`src/logic/limit_switch_reaction_defs.vh`:
```
// constants for the limit switch reaction block
`ifndef LIMIT_SWITCH_REACTION_DEFS_VH
`define LIMIT_SWITCH_REACTION_DEFS_VH
`define ADDR_LIMIT_REACTION_CODE 16'h3701
`define ADDR_EEPROM_SIZE_BYTES 16'h4012
`define ADDR_HARDWARE_CONFIG_WORD 16'h4013
`define RST_LIMIT_REACTION_CODE 16'hffff
`define RST_EEPROM_SIZE_BYTES 32'h00000000
`define RST_HARDWARE_CONFIG_WORD 32'h00000000
`define CODE_NONE 16'hffff
`define CODE_SLOW_DISABLE 16'h0001
`define CODE_QUICK_DISABLE 16'h0002
`define CODE_SLOW_QSTOP 16'h0005
`define CODE_QUICK_QSTOP 16'h0006
`define STATUS_WARNING_BIT 7
`define CONTROL_QUICK_STOP_BIT 2
`endif

```
`src/logic/limit_switch_reaction.v`:
```
// limit switch fault reaction with its object registers
`default_nettype none
`include "limit_switch_reaction_defs.vh"

module limit_switch_reaction (
   input wire clock_in,
   input wire rst_in,
   input wire limit_switch_in,
   input wire [15:0] obj_addr_in,
   input wire obj_wr_in,
   input wire obj_rd_in,
   input wire [31:0] obj_wdata_in,
   input wire [31:0] eeprom_size_in,
   input wire ramp_done_in,
   input wire [15:0] control_word_in,
   input wire warning_clear_in,
   output reg [31:0] obj_rdata_out,
   output reg obj_rvalid_out,
   output reg obj_error_out,
   output reg warning_out,
   output reg brake_slow_out,
   output reg brake_quick_out,
   output reg go_switch_on_disabled_out,
   output reg go_quick_stop_active_out,
   output reg motor_energized_out,
   output reg return_op_enabled_out,
   output reg [31:0] hw_config_out
);
   // one-hot reaction states
   localparam [4:0] ST_IDLE = 5'h01;
   localparam [4:0] ST_BRAKE = 5'h02;
   localparam [4:0] ST_DISABLED = 5'h04;
   localparam [4:0] ST_QSTOP = 5'h08;
   localparam [4:0] ST_QSTOP_ARMED = 5'h10;

   // object registers and sequencer state
   reg [15:0] limit_reaction_code;
   reg [31:0] eeprom_size_bytes;
   reg [4:0] state;
   reg to_qstop;
   // synchroniser taps and the limit edge
   reg lim_prev;
   wire [1:0] pin_raw;
   wire [1:0] pin_sync;
   wire lim_sync;
   wire ramp_sync;
   wire lim_rise;

   // true for codes that start a braking reaction
   function is_active_code;
      input [15:0] code;
      begin
         is_active_code = (code == `CODE_SLOW_DISABLE) || (code == `CODE_QUICK_DISABLE) ||
            (code == `CODE_SLOW_QSTOP) || (code == `CODE_QUICK_QSTOP);
      end
   endfunction

   // pins gathered so one loop builds both synchronisers
   assign pin_raw = {ramp_done_in, limit_switch_in};
   assign lim_sync = pin_sync[0];
   assign ramp_sync = pin_sync[1];

   // two-stage synchroniser per pin; only the second stage reads the first
   genvar gi;
   generate
      for (gi = 0; gi < 2; gi = gi + 1) begin : g_sync
         reg first_ff;
         reg second_ff;
         always @(posedge clock_in) begin
            if (rst_in) begin
               first_ff <= 1'b0;
               second_ff <= 1'b0;
            end else begin
               first_ff <= pin_raw[gi];
               second_ff <= first_ff;
            end
         end
         assign pin_sync[gi] = second_ff;
      end
   endgenerate

   // last synced level for the edge detector, reset to the idle low pin
   always @(posedge clock_in) begin
      if (rst_in) begin
         lim_prev <= 1'b0;
      end else begin
         lim_prev <= lim_sync;
      end
   end

   // one-cycle strobe on the synced rising edge
   assign lim_rise = lim_sync & ~lim_prev;

   // object register access
   always @(posedge clock_in) begin
      if (rst_in) begin
         limit_reaction_code <= `RST_LIMIT_REACTION_CODE;
         eeprom_size_bytes <= `RST_EEPROM_SIZE_BYTES;
         hw_config_out <= `RST_HARDWARE_CONFIG_WORD;
         obj_rdata_out <= 32'h00000000;
         obj_rvalid_out <= 1'b0;
         obj_error_out <= 1'b0;
      end else begin
         eeprom_size_bytes <= eeprom_size_in;
         obj_rvalid_out <= obj_rd_in;
         obj_error_out <= 1'b0;
         obj_rdata_out <= 32'h00000000;
         if (obj_wr_in) begin
            if (obj_addr_in == `ADDR_LIMIT_REACTION_CODE) begin
               limit_reaction_code <= obj_wdata_in[15:0];
            end else if (obj_addr_in == `ADDR_HARDWARE_CONFIG_WORD) begin
               hw_config_out <= obj_wdata_in;
            end else begin
               obj_error_out <= 1'b1; // read-only or unmapped
            end
         end else if (obj_rd_in) begin
            if (obj_addr_in == `ADDR_LIMIT_REACTION_CODE) begin
               obj_rdata_out <= {16'h0000, limit_reaction_code};
            end else if (obj_addr_in == `ADDR_EEPROM_SIZE_BYTES) begin
               obj_rdata_out <= eeprom_size_bytes;
            end else if (obj_addr_in == `ADDR_HARDWARE_CONFIG_WORD) begin
               obj_rdata_out <= hw_config_out;
            end else begin
               obj_error_out <= 1'b1;
            end
         end
      end
   end

   // warning flag, set wins over clear
   always @(posedge clock_in) begin
      if (rst_in) begin
         warning_out <= 1'b0;
      end else if (lim_rise) begin
         warning_out <= 1'b1;
      end else if (warning_clear_in) begin
         warning_out <= 1'b0;
      end
   end

   // reaction sequencer
   always @(posedge clock_in) begin
      if (rst_in) begin
         state <= ST_IDLE;
         to_qstop <= 1'b0;
         brake_slow_out <= 1'b0;
         brake_quick_out <= 1'b0;
         go_switch_on_disabled_out <= 1'b0;
         go_quick_stop_active_out <= 1'b0;
         motor_energized_out <= 1'b1;
         return_op_enabled_out <= 1'b0;
      end else begin
         go_switch_on_disabled_out <= 1'b0;
         go_quick_stop_active_out <= 1'b0;
         return_op_enabled_out <= 1'b0;
         case (state)
            ST_IDLE: begin
               // reserved and -1 codes fall through untouched
               if (lim_rise && is_active_code(limit_reaction_code)) begin
                  state <= ST_BRAKE;
                  brake_slow_out <= (limit_reaction_code == `CODE_SLOW_DISABLE) ||
                     (limit_reaction_code == `CODE_SLOW_QSTOP);
                  brake_quick_out <= (limit_reaction_code == `CODE_QUICK_DISABLE) ||
                     (limit_reaction_code == `CODE_QUICK_QSTOP);
                  to_qstop <= (limit_reaction_code == `CODE_SLOW_QSTOP) ||
                     (limit_reaction_code == `CODE_QUICK_QSTOP);
               end
            end
            ST_BRAKE: begin
               // brake levels stand until the synced standstill
               if (ramp_sync) begin
                  brake_slow_out <= 1'b0;
                  brake_quick_out <= 1'b0;
                  if (to_qstop) begin
                     state <= ST_QSTOP;
                     go_quick_stop_active_out <= 1'b1;
                  end else begin
                     state <= ST_DISABLED;
                     go_switch_on_disabled_out <= 1'b1;
                     motor_energized_out <= 1'b0;
                  end
               end
            end
            ST_DISABLED: begin
               // back to idle and motor re-energized as soon as the synced limit pin drops
               if (!lim_sync) begin
                  state <= ST_IDLE;
                  motor_energized_out <= 1'b1;
               end
            end
            ST_QSTOP: begin
               // control bit 2 is not forced; wait for master to drop it
               if (!control_word_in[`CONTROL_QUICK_STOP_BIT]) begin
                  state <= ST_QSTOP_ARMED;
               end
            end
            ST_QSTOP_ARMED: begin
               if (control_word_in[`CONTROL_QUICK_STOP_BIT]) begin
                  state <= ST_IDLE;
                  return_op_enabled_out <= 1'b1;
               end
            end
            default: begin
               state <= ST_IDLE;
            end
         endcase
      end
   end
endmodule // limit_switch_reaction
`default_nettype wire

```
`config.mk`:
```
export PLATFORM = sky130hd
export DESIGN_NAME = limit_switch_reaction
export DESIGN_NICKNAME = d
export VERILOG_FILES = /design/src/logic/limit_switch_reaction.v
export VERILOG_INCLUDE_DIRS = /design/src /design/src/logic
export SDC_FILE = /design/constraint.sdc
export NUM_CORES = 1
export LEC_CHECK = 0
export ABC_AREA = 1
export BUFFER_PORTS_ARGS = -buffer_cell sky130_fd_sc_hd__buf_2
export CAP_MARGIN = 15
export CELL_PAD_IN_SITES_DETAIL_PLACEMENT = 1
export CELL_PAD_IN_SITES_GLOBAL_PLACEMENT = 1
export CORE_MARGIN = 1.5
export CORE_UTILIZATION = 25
export DETAILED_ROUTE_END_ITERATION = 12
export PLACE_DENSITY_LB_ADDON = 0.1
export RECOVER_POWER = 50
export SLEW_MARGIN = 20
export SYNTH_ARGS = -nofsm -noshare
export SYNTH_HDL_FRONTEND = slang
export SYNTH_SLANG_ARGS = --single-unit
```
`constraint.sdc`:
```
create_clock -name clock_in -period 1.3 [get_ports clock_in]
set_input_delay 0.26 -clock clock_in [delete_from_list [all_inputs] [get_ports clock_in]]
set_output_delay 0.26 -clock clock_in [all_outputs]
set_load 0.03 [all_outputs]
```
Word-level counts from Yosys, hierarchy flattened
Index checks and enable logic that the tools add are counted.

word-level totals
  word-level logic and storage cells = 96
  register bits after elaboration = 132
  output and inout port bits = 73

cells by class
  equality and inequality tests = 18
  bitwise operators = 7
  reduce and logical (&&, ||, !) cells = 20
  mux-type cells = 30

operators with widths
  kind                    number
  $mux W32                2
  $eq A16 B15 Y1 const B  2
  $eq A16 B3 Y1 const B   2
  $mux W5                 5
  $pmux W5 S5             1
  $mux W1                 17
  $eq A16 B1 Y1 const B   1
  $eq A16 B14 Y1 const B  1
  $eq A16 B2 Y1 const B   1
  $mux W16                1
  $ne A2 B2 Y1 const B    6
  $logic_or A1 B1 Y1      6
  $not A1 Y1              6
  $pmux W1 S2             3
  $reduce_and A3 Y1       2
  $reduce_bool A2 Y1      3
  $reduce_or A3 Y1        2
  $eq A5 B1 Y1 const B    1
  $eq A5 B2 Y1 const B    1
  $eq A5 B3 Y1 const B    1
  $eq A5 B4 Y1 const B    1
  $eq A5 B5 Y1 const B    1
  $reduce_and A5 Y1       1
  $mux W4                 1
  other kinds (6)         7

Longest topological paths before layout
  word-level depth = 7
  gate-level depth with buffers = 11
  gate-level depth less buffers = 10

Worst setup path after synthesis
Ideal clock, no wire load.

  path type = input to register
  start point = in obj_addr_in[3]
  end point = reg hw_config_out[23]
  buffers on the path = 1
  arrival = 1.169 ns
  slack = 0.013 ns
  stages = 7
  cell sequence = nor2_2 inv_1 nor2_2 nand4_4 clkbuf_1 nor3_1 nor2_1

between the ends
  longest elaborated chain between the ends = 3

ends and longest elaborated chain
  what                             RTL line                     text
  from (decl)                      limit_switch_reaction.v:9    input wire [15:0] obj_addr_in,
  $eq A16 B14 Y1 (no line)         -
  $not A1 Y1 (no line)             -
  $reduce_and A3 Y1 (no line) (*)  -
  to (signal assigned)             limit_switch_reaction.v:99   hw_config_out <= `RST_HARDWARE_CONFIG_WORD;
  to (signal assigned)             limit_switch_reaction.v:112  hw_config_out <= obj_wdata_in;
  to (decl)                        limit_switch_reaction.v:27   output reg [31:0] hw_config_out

Mark *: on every way between the ends. The rest lies on a longest branch, timed or not.
A chain may end at the register's enable or synchronous reset.

Final worst setup path
  start point = reg limit_reaction_code[9]
  end point = reg to_qstop

between the ends
  longest elaborated chain between the ends = 6

ends and longest elaborated chain
  what                                                      RTL line                     text
  from (decl)                                               limit_switch_reaction.v:37   reg [15:0] limit_reaction_code;
  from (signal assigned)                                    limit_switch_reaction.v:97   limit_reaction_code <= `RST_LIMIT_REACTION_CODE;
  from (signal assigned)                                    limit_switch_reaction.v:110  limit_reaction_code <= obj_wdata_in[15:0];
  $eq A16 B1 Y1 (no line) or $eq A16 B2 Y1 (tied branches)  -
  $logic_or A1 B1 Y1 (3 in series)                          limit_switch_reaction.v:53   is_active_code = (code == `CODE_SLOW_DISABLE) || (code == `CODE_QUICK_DISABLE) ||
  $logic_and A1 B1 Y1                                       limit_switch_reaction.v:159  if (lim_rise && is_active_code(limit_reaction_code)) begin
  $reduce_and A2 Y1 (no line)                               -
  to (signal assigned)                                      limit_switch_reaction.v:165  to_qstop <= (limit_reaction_code == `CODE_SLOW_QSTOP) ||
  to (decl)                                                 limit_switch_reaction.v:40   reg to_qstop;

Several ways; a longest one is shown, not always the timed one.

==> impl_metrics.toml <==
[cts]
cts.clk_slew.worst_paths_ns = 0.06
cts_tree = "built"
root_buffer = "clkbuf_16"
htreeDepth = 4
cts_buffer_depth = 2
clk_latency_ns = 0.41
cts_buffers = 17
numClockSinks = 132

[setup_path]
start_kind = "flop"
cpLargestDelayFamily = "simple AND/OR/NAND/NOR gates"
crit_chain = "nor2_2 -> nand2_2 -> nor2_4 -> nand2_2 -> nand2_4 -> nand3_4 -> a31oi_4 -> nor2_2"
crit_buf_inv = 0
cp.arrival_ns = 1.62
worstSetupEndpointType = "flop"
cp_num_cells = 8
cp_max_fo = 5
reg2reg_depth = 8
path_class = "flop to flop"
worstPathRequired_ns = 1.60
worst_path_max_delay_cell = "dfxtp_2"
cpPeakStageDelay_ns = 0.32

[synth]
seq_area_frac_synth = 0.520
synth-seq-cells = 132
synth_edf_count = 0
synth_nets = 775
yosysWarnings = 0
netlist_area_mm2 = 0.00508
avgSynthCellArea_um2 = 7.57
ys_types = 29
ys.flop_type = "dfxtp_1"
synthCells = 672
async_reset_ff_frac = 0

[grt]
grtUsageTotal = 0.165
grt_pass1_vias = 5402
antenna_found_initial = 1
grt_overflow_total = 0
grt_pass1_wl_um = 27800
grt_start_max_net_pins = 46

[power_and_ir_drop]
pwr_density_cell_mw_per_mm2 = 1320
ir_drop_v = 0.000759
p_leak_nw = 3.61

[routing]
via_count = 5150
post-route-drc-count = 0
drtIter0Drc = 111
drtAntennaViolNets = 0
post_drt_wl_per_cell_um = 14.9
first_pass_iters = 4
viasPerCell = 4.43
drt-total-wl_um = 17300

[sta]
period_share = 1.01
tightest_slew_ns = 0.333
final-setup-viol-count = 1
finClkSkew_ns = 0.00760
max_freq_ghz = 0.758
timing.final.ws_setup_ns = -0.0188
post-route-min-period_ns = 1.32
rsz0062_at_grt = "true"
maxSlewViolCount = 0
slew-limit-headroom = 0.777
hold_violations = 0

[floorplan]
dieHeight_um = 146
start_util = 0.258
rows = 51
die_area_mm2 = 0.0212
design.core.area_mm2 = 0.0197
die_w_um = 146
io_pins = 176

[place]
dp.cells = 1128
placed_area_mm2 = 0.00666
dp_hpwl_um = 12500
portBuffers = 160
place_congestion = 0.799
place_ws_ns = -0.288

[outcome]
violations = "setup timing"
status = "finished with violations"

[flow_run]
max_cap_viol_count = 0

[finish]
nNetsFinal = 987
fin_cells = 1162
postLayoutCellArea_mm2 = 0.00749
antenna_cells = 0
area_growth_pct = 47.3
drive_gt1_frac = 0.359

[hold_path]
hold_depth = 3
hold_path.class = "input pin to flop"
report_power, final:
group          switching (mW)  total (mW)  internal, mW
sequential             0.0447        4.18          4.14
combinational           0.429       0.759         0.330
clock                    1.91        4.94          3.03
final timing paths:
path	start	to	slack, ns
max	limit_reaction_code[9]$_SDFFE_PP1P_	to_qstop$_SDFFE_PP0P_	-0.02
min	eeprom_size_in[2]	eeprom_size_bytes[2]$_SDFF_PP0_	0.04
max reg2reg	limit_reaction_code[9]$_SDFFE_PP1P_	to_qstop$_SDFFE_PP0P_	-0.02
min reg2reg	g_sync[0].first_ff$_SDFF_PP0_	g_sync[0].second_ff$_SDFF_PP0_	0.41
worst reg2reg max path: stages (launching register included):
cell and delay (ns):
dfxtp_2 0.32, nor2_2 0.12, nand2_2 0.08, nor2_4 0.14
nand2_2 0.09, nand2_4 0.10, nand3_4 0.11, a31oi_4 0.18
nor2_2 0.06
cell families after synthesis:
group,synth area share
flops,0.520
simple gates,0.308
xor+xnor,0.00172
compound gates,0.0750
buf+inv,0.0957
layout make-up:
| cell class | count | area [µm²] |
|---|---|---|
| multi-input cells | 424 | 2110 |
| inverters | 80 | 300 |
| repair buffers | 229 | 1480 |
| clock inverters | 15 | 181 |
| flip-flops and latches | 132 | 2660 |
| well taps | 265 | 332 |
| clock buffers | 17 | 425 |
| fillers | 2423 | 12200 |
repair_timing:
action | 4_1_cts | 5_1_grt
setup endpoints to repair | 12 | 25
hold buffers | 0 | 0
setup buffers | 1 | 1
pin swaps | 5 | 12
gates resized for setup | 24 | 61
cell usage after synthesis, types with 2 or more instances:
library cell	number	share of area
a21oi_1	29	0.029
buf_1	5	0.0037
buf_2	11	0.011
buf_4	4	0.0059
buf_6	3	0.0066
clkbuf_1	13	0.0096
dfxtp_1	132	0.52
inv_1	77	0.057
inv_2	2	0.0015
nand2_1	96	0.071
nand2_2	3	0.0037
nand3_1	90	0.089
nand4_1	10	0.012
nor2_1	106	0.078
nor2_2	3	0.0037
nor2_4	3	0.0066
nor3_1	33	0.032
o211ai_1	3	0.0044
o21ai_0	10	0.0098
o21ai_1	30	0.030
per-layer routing:
| metal | vias to the layer above | routed length (µm) | part of all wire | global-route usage |
|---|---|---|---|---|
| li1 | 2585 | - | - | - |
| met1 | 2408 | 8270 | 0.48 | 0.214 |
| met2 | 130 | 7890 | 0.46 | 0.265 |
| met3 | 25 | 809 | 0.047 | 0.0395 |
| met4 | 2 | 283 | 0.016 | 0.0622 |
| met5 | - | 10 | 0.00058 | 0 |
metrics by stage:
| stage | TNS [ns] | hold WS [ns] | power [mW] | utilization |
|---|---|---|---|---|
| global route | -0.540 | 0.0343 | 10.2 | 0.380 |
| detailed placement | -20.42 | 0.400 | 4.95 | 0.338 |
| CTS | -0.176 | 0.0265 | 9.94 | 0.373 |
| finish | -0.0188 | 0.0429 | 9.88 | 0.380 |
| floorplan | 0 | 0.367 | 4.55 | - |
| global placement | -17.82 | 0.399 | 4.92 | 0.338 |
state kept, by name (all words and copies together), names as in the netlist, 2 cells and up:
| register | flops |
|---|---|
| state | 5 |
| g_sync.first_ff | 2 |
| obj_rdata_out | 32 |
| hw_config_out | 32 |
| eeprom_size_bytes | 32 |
| g_sync.second_ff | 2 |
| limit_reaction_code | 16 |
layout by cell type (no fill, tap or decap), types with 8 or more instances in the layout:
cell type,n
nand3_1,84
dfxtp_2,11
nor3_1,33
nand2_2,9
clkbuf_16,17
nor2_1,93
clkinvlp_4,8
nand2_1,86
inv_1,73
dfxtp_1,121
buf_12,10
a21oi_1,27
o21ai_1,33
buf_4,71
nand4_1,10
nor2_2,12
buf_2,144
No activity file was read; power rests on OpenSTA's default activity.
